File: config.mk
export PLATFORM = sky130hd
export DESIGN_NAME = option_byte_config_loader
export DESIGN_NICKNAME = d
export VERILOG_FILES = /design/src/option_loader_pkg.sv /design/src/option_byte_config_loader.sv
export SDC_FILE = /design/constraint.sdc
export NUM_CORES = 1
export LEC_CHECK = 0
export BUFFER_PORTS_ARGS = -buffer_cell sky130_fd_sc_hd__buf_2
export CAP_MARGIN = 40
export CORE_MARGIN = 1
export CORE_UTILIZATION = 47
export DETAILED_ROUTE_END_ITERATION = 12
export GPL_TIMING_DRIVEN = 0
export PLACE_DENSITY = 0.79
export SLEW_MARGIN = 0
export SYNTH_ARGS = -nofsm -noshare
export SYNTH_HDL_FRONTEND = slang
export SYNTH_SLANG_ARGS = --single-unit
File: constraint.sdc
create_clock -name I_CORE_CLK -period 2.25 [get_ports I_CORE_CLK]
set_input_delay 0.1125 -clock I_CORE_CLK [delete_from_list [all_inputs] [get_ports I_CORE_CLK]]
set_output_delay 0.1125 -clock I_CORE_CLK [all_outputs]
set_load 0.03 [all_outputs]
File: src/option_loader_pkg.sv
// Package with constants, types and state of the option byte configuration loader.
package option_loader_pkg;

  // Flash addresses of the option byte area and of its boot-swap mirror.
  localparam int          FLASH_AW        = 17;
  localparam logic [16:0] OPT_PRIMARY_BASE = 17'h000c0;
  localparam logic [16:0] OPT_MIRROR_BASE  = 17'h010c0;
  localparam int          OPT_COUNT        = 4;
  localparam logic [1:0]  OPT_LAST_IDX     = 2'h3;

  // Register indices; byte address is four times the index.
  localparam logic [7:0]  IDX_WDT_OPT      = 8'hc0;
  localparam logic [7:0]  IDX_LVD_OPT      = 8'hc1;
  localparam logic [7:0]  IDX_FLASH_OPT    = 8'hc2;
  localparam logic [7:0]  IDX_DEBUG_OPT    = 8'hc3;
  localparam logic [7:0]  IDX_STATUS       = 8'hc4;
  localparam logic [7:0]  IDX_CONTROL      = 8'hc5;
  localparam int          AXI_AW           = 12;

  // Watchdog option byte fields.
  localparam int WDT_STBY_BIT  = 0;
  localparam int WDT_OVF_LSB   = 1;
  localparam int WDT_RUN_BIT   = 4;
  localparam int WDT_WIN_LO    = 5;
  localparam int WDT_WIN_HI    = 6;
  localparam int WDT_IRQ_BIT   = 7;
  localparam logic [1:0] WIN_FULL = 2'h3;

  // Voltage detector option byte fields and modes.
  localparam int LVD_MODE_LSB  = 0;
  localparam int LVD_LVL_LSB   = 2;
  localparam int LVD_VPOC_LSB  = 5;
  localparam logic [1:0] LVD_OFF       = 2'h0;
  localparam logic [1:0] LVD_IRQ_ONLY  = 2'h1;
  localparam logic [1:0] LVD_IRQ_RESET = 2'h2;
  localparam logic [1:0] LVD_RESET     = 2'h3;

  // Flash mode and oscillator byte fields.
  localparam int FLS_OSC_LSB   = 0;
  localparam int FLS_HS_BIT    = 3;

  // Debug option byte fields.
  localparam int DBG_KEEP_BIT  = 0;
  localparam int DBG_EN_BIT    = 7;

  // Status and control register bits.
  localparam int ST_DONE_BIT   = 0;
  localparam int ST_SWAP_BIT   = 1;
  localparam int CTL_LOCK_BIT  = 0;

  localparam logic [1:0] RESP_OKAY   = 2'h0;
  localparam logic [1:0] RESP_SLVERR = 2'h2;

  typedef enum logic [1:0] {
    ST_FETCH = 2'b00,
    ST_WAIT  = 2'b01,
    ST_DONE  = 2'b10
  } load_e;

  // Whole state of the loader in one packed word.
  typedef struct packed {
    load_e                 load;
    logic [1:0]            idx;
    logic                  req;
    logic [FLASH_AW-1:0]   addr;
    logic                  swap_used;
    logic [3:0][7:0]       opt;
    logic                  cfg_valid;
    logic                  dbg_lock;
    logic [1:0]            pin_sync;
    logic                  aw_got;
    logic [AXI_AW-1:0]     aw_addr;
    logic                  w_got;
    logic [31:0]           w_data;
    logic [3:0]            w_strb;
    logic                  bvalid;
    logic [1:0]            bresp;
    logic                  rvalid;
    logic [31:0]           rdata;
    logic [1:0]            rresp;
  } loader_s;

endpackage
File: src/option_byte_config_loader.sv
// Option byte loader: fetches four flash bytes at reset and drives the held configuration.
`timescale 1ns/1ps
`default_nettype none

// Functional notes
// Flash bytes C0h to C3h form the option byte area.
// First three bytes are user options; fourth is the debug option.
// Fetch and apply option bytes after every reset before the core runs.
// Under boot swap fetch from mirror addresses 10C0h to 10C3h instead.
// Software keeps mirror bytes identical to the primary option bytes.
// Byte zero sets watchdog run, standby run, overflow, window, interval interrupt.
// Byte one selects detector mode: interrupt and reset, reset, interrupt, off.
// With detector off, only the external reset pin holds reset.
// Byte one also sets the detector threshold levels.
// Byte two selects low-speed or high-speed main flash mode.
// Byte two sets the on-chip oscillator to 3, 6, 12 or 24 MHz.
// Debug byte enables or disables on-chip debug.
// Debug byte chooses erase or keep of flash on failed authentication.
// Software programs every option byte and leaves unused bits unchanged.
// Watchdog run bit set starts counting after reset, clear keeps stopped.
// Standby run bit clear forces the window open period to full.
// Interval interrupt fires at three quarters of the overflow time.
// Fetched values stay held until the next reset.
module option_byte_config_loader
  import option_loader_pkg::*;
(
  input  wire logic                I_CORE_CLK,
  input  wire logic                I_SRST,
  input  wire logic                I_BOOT_SWAP,
  output logic                     O_FLASH_REQ,
  output logic [FLASH_AW-1:0]      O_FLASH_ADDR,
  input  wire logic                I_FLASH_VALID,
  input  wire logic [7:0]          I_FLASH_DATA,
  input  wire logic                I_RESET_PIN_N,
  input  wire logic                I_LVD_RESET_REQ,
  output logic                     O_RESET_HOLD,
  output logic                     O_CPU_RUN,
  output logic                     O_CFG_VALID,
  output logic                     O_WDT_RUN_EN,
  output logic                     O_WDT_STBY_RUN,
  output logic [1:0]               O_WDT_WINDOW_SEL,
  output logic [2:0]               O_WDT_OVF_SEL,
  output logic [16:0]              O_WDT_OVF_CNT,
  output logic                     O_WDT_IRQ_USE,
  output logic [16:0]              O_WDT_IRQ_CNT,
  output logic [1:0]               O_LVD_MODE,
  output logic [4:0]               O_LVD_LEVEL,
  output logic                     O_HS_MODE,
  output logic [4:0]               O_HOCO_MHZ,
  output logic                     O_DEBUG_EN,
  output logic                     O_ERASE_ON_AUTH_FAIL,
  input  wire logic [AXI_AW-1:0]   S_AXI_AWADDR,
  input  wire logic                S_AXI_AWVALID,
  output logic                     S_AXI_AWREADY,
  input  wire logic [31:0]         S_AXI_WDATA,
  input  wire logic [3:0]          S_AXI_WSTRB,
  input  wire logic                S_AXI_WVALID,
  output logic                     S_AXI_WREADY,
  output logic [1:0]               S_AXI_BRESP,
  output logic                     S_AXI_BVALID,
  input  wire logic                S_AXI_BREADY,
  input  wire logic [AXI_AW-1:0]   S_AXI_ARADDR,
  input  wire logic                S_AXI_ARVALID,
  output logic                     S_AXI_ARREADY,
  output logic [31:0]              S_AXI_RDATA,
  output logic [1:0]               S_AXI_RRESP,
  output logic                     S_AXI_RVALID,
  input  wire logic                S_AXI_RREADY
);

  loader_s q;
  loader_s d;

  // Overflow exponent of the watchdog for each overflow select code.
  function automatic logic [4:0] ovf_exp(input logic [2:0] sel);
    case (sel)
      3'h0:    ovf_exp = 5'h06;
      3'h1:    ovf_exp = 5'h07;
      3'h2:    ovf_exp = 5'h08;
      3'h3:    ovf_exp = 5'h09;
      3'h4:    ovf_exp = 5'h0b;
      3'h5:    ovf_exp = 5'h0d;
      3'h6:    ovf_exp = 5'h0e;
      default: ovf_exp = 5'h10;
    endcase
  endfunction

  // Turns a byte address into a register index, or all ones if misaligned.
  function automatic logic [7:0] reg_index(input logic [AXI_AW-1:0] a);
    if (a[1:0] != 2'h0)
    begin
      reg_index = 8'hff;
    end
    else
    begin
      reg_index = a[9:2];
    end
  endfunction

  logic [7:0]  wdt_b;
  logic [7:0]  lvd_b;
  logic [7:0]  fls_b;
  logic [7:0]  dbg_b;
  logic        pin_low;
  logic        lvd_resets;
  logic [7:0]  rd_idx;
  logic [7:0]  wr_idx;
  logic [31:0] status_word;

  assign wdt_b   = q.opt[0];
  assign lvd_b   = q.opt[1];
  assign fls_b   = q.opt[2];
  assign dbg_b   = q.opt[3];
  assign pin_low = ~q.pin_sync[1];
  assign rd_idx  = reg_index(S_AXI_ARADDR);
  assign wr_idx  = reg_index(q.aw_addr);
  assign status_word = {30'h0, q.swap_used, q.cfg_valid};

  // Only the reset modes of the detector may hold reset; off leaves it to the pin.
  assign lvd_resets = (O_LVD_MODE == LVD_RESET) || (O_LVD_MODE == LVD_IRQ_RESET);

  // Next-state logic: flash fetch sequence, pin synchroniser and register slave.
  always_comb
  begin
    d = q;
    d.pin_sync = {q.pin_sync[0], I_RESET_PIN_N};
    case (q.load)
      ST_FETCH:
      begin
        // Boot swap is sampled again for each byte fetch, so a change during the load can mix the two sets.
        d.swap_used = I_BOOT_SWAP;
        d.addr = (I_BOOT_SWAP ? OPT_MIRROR_BASE : OPT_PRIMARY_BASE)
               + {15'h0, q.idx};
        d.req  = 1'b1;
        d.load = ST_WAIT;
      end
      ST_WAIT:
      begin
        if (I_FLASH_VALID)
        begin
          d.opt[q.idx] = I_FLASH_DATA;
          d.req = 1'b0;
          if (q.idx == OPT_LAST_IDX)
          begin
            d.cfg_valid = 1'b1;
            d.load = ST_DONE;
          end
          else
          begin
            d.idx  = q.idx + 2'h1;
            d.load = ST_FETCH;
          end
        end
      end
      ST_DONE:
      begin
        // Held until the next reset even if flash is rewritten.
        d.load = ST_DONE;
      end
      default:
      begin
        d.load = ST_FETCH;
      end
    endcase

    // Write channels are taken independently; the answer waits for both.
    if (S_AXI_AWVALID && S_AXI_AWREADY)
    begin
      d.aw_got  = 1'b1;
      d.aw_addr = S_AXI_AWADDR;
    end
    if (S_AXI_WVALID && S_AXI_WREADY)
    begin
      d.w_got  = 1'b1;
      d.w_data = S_AXI_WDATA;
      d.w_strb = S_AXI_WSTRB;
    end
    if (q.aw_got && q.w_got && !q.bvalid)
    begin
      d.aw_got = 1'b0;
      d.w_got  = 1'b0;
      d.bvalid = 1'b1;
      if (wr_idx == IDX_CONTROL)
      begin
        d.bresp = RESP_OKAY;
        // The lock only ever sets; it clears with reset alone.
        if (q.w_strb[0] && q.w_data[CTL_LOCK_BIT])
        begin
          d.dbg_lock = 1'b1;
        end
      end
      else
      begin
        d.bresp = RESP_SLVERR;
      end
    end
    if (q.bvalid && S_AXI_BREADY)
    begin
      d.bvalid = 1'b0;
    end

    // Read answer one cycle after the address is taken.
    if (S_AXI_ARVALID && S_AXI_ARREADY)
    begin
      d.rvalid = 1'b1;
      d.rresp  = RESP_OKAY;
      case (rd_idx)
        IDX_WDT_OPT:   d.rdata = {24'h0, wdt_b};
        IDX_LVD_OPT:   d.rdata = {24'h0, lvd_b};
        IDX_FLASH_OPT: d.rdata = {24'h0, fls_b};
        IDX_DEBUG_OPT: d.rdata = {24'h0, dbg_b};
        IDX_STATUS:    d.rdata = status_word;
        IDX_CONTROL:   d.rdata = {31'h0, q.dbg_lock};
        default:
        begin
          d.rdata = 32'h0;
          d.rresp = RESP_SLVERR;
        end
      endcase
    end
    else if (q.rvalid && S_AXI_RREADY)
    begin
      d.rvalid = 1'b0;
    end
  end

  // One register stage for the whole state; reset restarts the fetch.
  always_ff @(posedge I_CORE_CLK)
  begin
    if (I_SRST)
    begin
      q          <= '0;
      q.load     <= ST_FETCH;
      q.pin_sync <= 2'h0;
    end
    else
    begin
      q <= d;
    end
  end

  // Handshake outputs are combinational; the core waits for the load.
  assign S_AXI_AWREADY = !q.aw_got && !q.bvalid;
  assign S_AXI_WREADY  = !q.w_got && !q.bvalid;
  assign S_AXI_ARREADY = !q.rvalid;
  assign S_AXI_BVALID  = q.bvalid;
  assign S_AXI_BRESP   = q.bresp;
  assign S_AXI_RVALID  = q.rvalid;
  assign S_AXI_RDATA   = q.rdata;
  assign S_AXI_RRESP   = q.rresp;
  assign O_FLASH_REQ   = q.req;
  assign O_FLASH_ADDR  = q.addr;
  assign O_CFG_VALID   = q.cfg_valid;
  assign O_CPU_RUN     = q.cfg_valid && !O_RESET_HOLD;

  // Until the detector mode is known only the pin can hold reset.
  assign O_RESET_HOLD = pin_low || (q.cfg_valid && lvd_resets && I_LVD_RESET_REQ);

  // Watchdog settings from byte zero.
  assign O_WDT_RUN_EN   = q.cfg_valid && wdt_b[WDT_RUN_BIT];
  assign O_WDT_STBY_RUN = wdt_b[WDT_STBY_BIT];
  assign O_WDT_OVF_SEL  = wdt_b[WDT_OVF_LSB +: 3];
  assign O_WDT_IRQ_USE  = wdt_b[WDT_IRQ_BIT];
  assign O_WDT_WINDOW_SEL = wdt_b[WDT_STBY_BIT] ?
                            {wdt_b[WDT_WIN_HI], wdt_b[WDT_WIN_LO]} : WIN_FULL;
  assign O_WDT_OVF_CNT  = 17'h1 << ovf_exp(O_WDT_OVF_SEL);
  // Three quarters by shifts; exact since every overflow count is a power of two.
  assign O_WDT_IRQ_CNT  = (O_WDT_OVF_CNT >> 1) + (O_WDT_OVF_CNT >> 2);

  // Detector, flash mode, oscillator and debug settings.
  assign O_LVD_MODE  = lvd_b[LVD_MODE_LSB +: 2];
  assign O_LVD_LEVEL = {lvd_b[LVD_VPOC_LSB +: 3], lvd_b[LVD_LVL_LSB +: 2]};
  assign O_HS_MODE   = fls_b[FLS_HS_BIT];
  assign O_HOCO_MHZ  = 5'h18 >> fls_b[FLS_OSC_LSB +: 2];
  assign O_DEBUG_EN  = q.cfg_valid && dbg_b[DBG_EN_BIT] && !q.dbg_lock;
  assign O_ERASE_ON_AUTH_FAIL = !dbg_b[DBG_KEEP_BIT];
endmodule

`default_nettype wire

==> out/qor.yml, run 1 <==
outcome:
  outcome: "finished with violations"
  violations: "negative setup slack"
cells_and_area:
  n_antenna_cell: 0
  area_delta_synth_final_pct: 34.7
  nNetsFinal: 799
  mostFrequentLayoutCells: "buf_2, nand2_1, buf_4"
  drive_above_1_share_pct: 34.8
  final_cell_count_no_fill: 810
  mostFrequentLayoutCell: "buf_2"
synthesis:
  syn_inst: 507
  synth_area_leaders: "dfxtp_1, buf_4, nand2_1, a21oi_1, ha_1"
  synth-main-ff-cell: "dfxtp_1"
  ys_types: 56
  yosys_warnings: 0
  synth_largest_area_cell: "dfxtp_1"
  postSynthAreaPerCell_sq_um: 8.02
  async_reset_ff_share_pct: 0
  synth-edff-count: 0
  ys_ff_latch: 71
  syn_area_sq_mm: 0.00407
  yosysSeqAreaShare_pct: 35.0
  synth.top_cell.area_share_pct: 35.0
floorplan:
  ios: 198
  die-area_sq_mm: 0.00903
  die_h_um: 95
  num_rows: 33
  initial_core_util_pct: 49.0
  core-area_sq_mm: 0.00830
  dieWidth_um: 95
pwr:
  vdd_drop_max_uv: 358
  p_per_area_mw_per_mm2: 575
  leakagePower_nw: 2.64
setup_path:
  cpMostUsedCell: "buf_4"
  cp-end-kind: "primary output"
  crit_chain: "buf_4 -> and3b_1 -> ha_2 -> a211o_1 -> o32ai_1 -> nor4b_4 -> buf_4"
  crit_path_max_fanout: 6
  startpoint_type: "flip-flop"
  slowest_delay_ps: 370
  crit_start: "wdt_b[2]"
  arrival_ps: 2290
  rrSetupSlack_ps: 790
  required_ps: 2140
  cp_slowest_cell: "dfxtp_4"
  r2r-start: "q[75]"
  path_class: "flip-flop to primary output"
timing:
  worstMarginPinSlew_ps: 607
  setup_slack_ps: -149
  rsz0062_at_grt: "true"
  clock.fmax_mhz: 417
  period_share_pct: 107
  layout_min_cycle_time_ps: 2400
  slew_violations: 0
  finalHoldViolCount: 0
  setup_viol: 4
  fin_skew_ps: 6.25
  hold_slack_ps: 3.14
  slew_headroom_pct: 59.6
grt:
  grt_start_max_net_pins: 12
  grt_pass1_wl_um: 16300
  grt_antenna_before_repair: 0
  grt.total_usage_pct: 23.4
  grt_pass1_vias: 3528
  grt-ovfl-total: 0
placement:
  port_buffers: 107
  routabilityCongestion: 0.864
  placed_cells: 781
  hpwl_um: 7800
clock_network:
  root_buffer: "clkbuf_8"
  cts.clk_slew.worst_paths_ps: 70
  h-tree-depth: 3
  cts_buffers: 9
  clockBufferDepth: 2
  cts_tree: "yes"
  clk_latency_ps: 350
  cts.sinks: 71
detailed_routing:
  wirelength_um: 10400
  vias_per_cell: 4.82
  ant_nets: 0
  wl_per_cell_um: 12.9
  route.detailed.drc: 0
  drt_first_pass_iters: 6
  drt_iter0_markers: 283
  vias: 3908
hold_path:
  worstHoldStart: "S_AXI_AWADDR[6]"
  hold_path.class: "input pin to flip-flop"
job:
  maxCapViolCount: 0
==> per-stage QoR <==
| step | setup slack, ps | area [sq um] | TNS [ps] | power [W] | utilization, % |
|---|---|---|---|---|---|
| 2_1_floorplan | -81.0 | 4370 | -142 | 0.00189 | - |
| 3_3_place_gp | 132 | 5040 | 0 | 0.00203 | 60.7 |
| 3_5_place_dp | 36.1 | 5040 | 0 | 0.00204 | 60.7 |
| 4_1_cts | -177 | 5440 | -608 | 0.00315 | 65.5 |
| 5_1_grt | -208 | 5470 | -843 | 0.00327 | 66.0 |
| 6_report | -149 | 5470 | -290 | 0.00315 | 66.0 |
==> metal layers <==
layer / track usage [%] / vias to the layer above / wire [um]
met3: 3.78 / 23 / 579
met1: 27.8 / 1779 / 4340
li1: - / 1967 / -
met4: 10.2 / 0 / 194
met5: 0 / - / 0
met2: 41.2 / 139 / 5310
==> synth_stat cells (all sizes together), types with 3 or more instances <==
cell type  count
nand2        107
buf           87
dfxtp         71
a21oi         55
nor2          27
ha            18
nor2b         12
o21ai         12
and2          11
inv            9
clkbuf         8
nand2b         8
xnor2          7
nor3           6
a222oi         5
mux2i          5
nand3          5
a211oi         4
a22o           4
a31oi          3
and3           3
nand3b         3
xor2           3
==> area by class of cell <==
cell class	count	area (sq um)
multi-input cells	394	2330
repair buffers	123	693
plain buffers	93	647
fillers	730	2830
well taps	105	131
flip-flops and latches	71	1430
clock buffers	11	141
clock inverters	4	70.1
inverters	9	33.8
==> what timing repair did <==
item / in CTS / in global routing
endpoints found under the hold margin: 5 / 0
gates resized for setup: 19 / 11
setup buffers: 8 / 3
setup endpoints to repair: 6 / 7
hold buffers: 5 / 0
pin swaps: 8 / 7
==> power by group <==
group          switching [W]  total (W)  internal, W  leakage, nW
clock               0.000454    0.00110     0.000645        0.109
combinational       0.000456   0.000716     0.000259         1.96
sequential         0.0000371    0.00134      0.00130        0.579
==> state kept, by name (all words and copies together) (netlist names) <==
name / cells
S_AXI_BVALID: 1
O_FLASH_ADDR: 4
lvd_b: 8
O_CFG_VALID: 1
dbg_b: 8
S_AXI_BRESP: 1
d: 1
S_AXI_RDATA: 8
fls_b: 8
wdt_b: 8
q: 20
S_AXI_RRESP: 1
O_FLASH_REQ: 1
S_AXI_RVALID: 1
==> cell families after synthesis <==
kind of cell    after synthesis  synth area share [%]
simple gates                197                  23.1
fa+ha+maj                    19                  6.03
flops                        71                  35.0
other cells                   1                0.0922
mux                           5                  1.23
buf+inv                     104                  17.2
xor+xnor                     10                  2.15
compound gates              100                  15.1
==> final timing paths <==
| kind | end | cells after the start |
|---|---|---|
| max | O_WDT_IRQ_CNT[14] | 7 |
| max reg2reg | q[90] | 4 |
| min reg2reg | q[89] | 1 |
| min | q[81] | 3 |
==> worst max-delay path: cells and delay by family, from the launching register on <==
family | cells | cell delay [ps]
DFF | 1 | 370
AOI/OAI and AO/OA | 2 | 560
buffers and inverters | 2 | 320
and+or+nand+nor | 2 | 340
adders and majority gates | 1 | 350
Power figures use the tool's default switching activity.
==> run 2: changes to the inputs <==
--- a/config.mk
+++ b/config.mk
@@ -9,6 +9,7 @@
 export CAP_MARGIN = 40
 export CORE_MARGIN = 1
 export CORE_UTILIZATION = 47
+export CTS_BUF_LIST = sky130_fd_sc_hd__clkbuf_16
 export DETAILED_ROUTE_END_ITERATION = 12
 export GPL_TIMING_DRIVEN = 0
 export PLACE_DENSITY = 0.79
@@ -16,3 +17,4 @@
 export SYNTH_ARGS = -nofsm -noshare
 export SYNTH_HDL_FRONTEND = slang
 export SYNTH_SLANG_ARGS = --single-unit
+export TNS_END_PERCENT = 1
==> run 2 against run 1 <==
Compared with the run above:
- the flow still finishes with violations (negative setup slack)
- combinational power barely moved
- critical path depth rose by 2
- register-to-register slack got worse by 40 ps
- setup slack got worse by 8.5 ps
- global-route usage fell by 0.28 points
- power rose by 21%
- clock skew fell by 1.7 ps
- worst hold slack improved by 7.4 ps
==> out/qor.yml, run 2 (synthesis results as in run 1) <==
outcome:
  outcome: "finished with violations"
  violations: "negative setup slack"
pwr:
  netSwitchingFraction_pct: 27.5  # -2.6 points
  pwr-share-comb_pct: 18.9  # -3.8 points
  p_sw_w: 0.00105  # +10%
  vdd_drop_max_uv: 448  # +25%
  clkPwrFrac_pct: 46.0  # +11 points
  p_per_area_mw_per_mm2: 680  # +18%
  p_seq_share_pct: 35.1  # -7.3 points
  leakagePower_nw: 2.70  # +2.1%
  intPower_w: 0.00276  # +25%
cells_and_area:
  largest_reg_flops: 20  # unchanged
  drive_above_1_share_pct: 34.2  # -0.52 points
  fillers: 699  # -4.2%
  nNetsFinal: 797  # -0.25%
  n_antenna_cell: 0  # unchanged
  final_cell_count_no_fill: 809  # -0.12%
  mostFrequentLayoutCell: "buf_2"
  utilization_pct: 67.3  # +1.4 points
  area_delta_synth_final_pct: 37.5
  top_register: "q"
  mostFrequentLayoutCells: "buf_2, nand2_1, buf_4"
detailed_routing:
  ant_nets: 0  # unchanged
  route.detailed.drc: 0  # unchanged
  drt_iter0_markers: 260  # -8.1%
  vias: 3908  # unchanged
  wirelength_um: 10400  # -0.27%
  drt_first_pass_iters: 4  # -2
  vias_per_cell: 4.83  # +0.12%
  wl_per_cell_um: 12.8  # -0.15%
setup_path:
  path_class: "flip-flop to primary output"
  cp-end-kind: "primary output"
  startpoint_type: "flip-flop"
  required_ps: 2140  # about the same
  arrival_ps: 2290  # about the same
  crit_path_max_fanout: 7  # +1
grt:
  use_met3_pct: 4.75  # +0.97 points
  grt.busiest_layer: "met2"
  grt-ovfl-total: 0  # unchanged
  grt_pass1_wl_um: 16000  # -1.9%
  grtUsageMet1_pct: 27.0  # -0.77 points
  grt_use_met2_pct: 41.0  # -0.24 points
  grt_pass1_vias: 3470  # -1.6%
  grt.total_usage_pct: 23.1  # -0.28 points
  grt_start_max_net_pins: 14  # +2
  grt_antenna_before_repair: 1  # +1
floorplan:
  die_h_um: 95  # unchanged
  ios: 198  # unchanged
  num_rows: 33  # unchanged
  dieWidth_um: 95  # unchanged
  core-area_sq_mm: 0.00830  # unchanged
  initial_core_util_pct: 49.0  # unchanged
  die-area_sq_mm: 0.00903  # unchanged
timing:
  setup_viol: 7  # +3
  fin_setup_tns_ps: -622  # -332 ps
  period_share_pct: 107  # +0.38 points
  fin_skew_ps: 4.58  # -1.67 ps
  layout_min_cycle_time_ps: 2410  # +8.50 ps
  clock.fmax_mhz: 415  # -0.35%
  slew_violations: 0  # unchanged
  finalHoldViolCount: 0  # unchanged
  setup_slack_ps: -157  # -8.50 ps
  rsz0062_at_grt: "true"
  hold_slack_ps: 10.5  # +7.37 ps
  slew_headroom_pct: 64.1  # +4.5 points
  worstMarginPinSlew_ps: 539  # -67.7 ps
clock_network:
  cts_buffers: 9  # unchanged
  root_buffer: "clkbuf_16"
  clockBufferDepth: 2  # unchanged
  clk_latency_ps: 340  # about the same
  h-tree-depth: 3  # unchanged
  cts.sinks: 71  # unchanged
  cts.clk_slew.worst_paths_ps: 60  # about the same
  cts_tree: "yes"
placement:
  routabilityCongestion: 0.852  # -1.3%
  hpwl_um: 7710  # -1.1%
  placed_cells: 781  # unchanged
  port_buffers: 107  # unchanged
hold_path:
  hold_path.class: "input pin to flip-flop"
job:
  maxCapViolCount: 0  # unchanged
[run 2: cell count changes in the layout (fill, tap and decap cells not counted), sizes merged]
cell / before / now
clkinv: 2 / 0
clkbuf: 19 / 18
bufinv: 2 / 4
buf: 203 / 202
inv: 9 / 10
dlygate4sd3: 5 / 3
clkinvlp: 0 / 2
[run 2: final timing paths]
kind / to / start / slack, ps / cells after the start
hold / removal: q[77] / S_AXI_AWADDR[2] / 10 / 3
setup / recovery: O_WDT_IRQ_CNT[14] / wdt_b[2] / -160 / 9
setup reg to reg: S_AXI_RDATA[2] / wdt_b[2] / 750 / 7
hold reg to reg: S_AXI_RDATA[6] / S_AXI_RDATA[6] / 450 / 2
[run 2: layout make-up]
class	count	area, sq um	area share [%]
Inverter	9	33.8	0.604
Tap cell	105	131	2.35
Multi-Input combinational cell	394	2310	41.3
Clock buffer	9	225	4.03
Timing Repair Buffer	119	656	11.7
Buffer	95	669	12.0
Clock inverter	7	144	2.57
Sequential cell	71	1420	25.5
[run 2: worst max-delay path: stages (launching register included)]
cell and delay, ps:
dfxtp_2 330, buf_6 130, nor2b_4 180, nor2b_4 180, ha_4 130, nand4b_1 220, a21oi_4 280, nor4_4 60
nor4b_4 280, buf_6 160
[run 2: layer usage]
layer	wire length, um	vias to the layer above
li1	-	1962
met2	5340	138
met4	189	0
met1	4130	1788
met3	741	20
met5	0	-
[run 2: per-stage QoR]
step           worst slack (ps)  instance area [sq um]  power (W)
4_1_cts                    -144                   5550    0.00380
6_report                   -157                   5590    0.00380
2_1_floorplan             -91.1                   4370    0.00189
3_3_place_gp                141                   5030    0.00203
3_5_place_dp               80.6                   5030    0.00204
5_1_grt                    -302                   5590    0.00394
[run 2: power by group through the flow]
stage | Clock, W | Combinational, W | Sequential [W]
floorplan | 0 | 0.000532 | 0.00136
global placement | 0 | 0.000670 | 0.00136
detailed placement | 0 | 0.000682 | 0.00136
CTS | 0.00176 | 0.000707 | 0.00133
global route | 0.00182 | 0.000777 | 0.00134
finish | 0.00175 | 0.000719 | 0.00133
[run 2: what timing repair did]
action                                  CTS  global route
endpoints found under the setup margin    6             7
hold buffers                              3             0
endpoints found under the hold margin     3             0
setup buffers                             8             1
resized for setup                        15             5
pin swaps                                 7             4
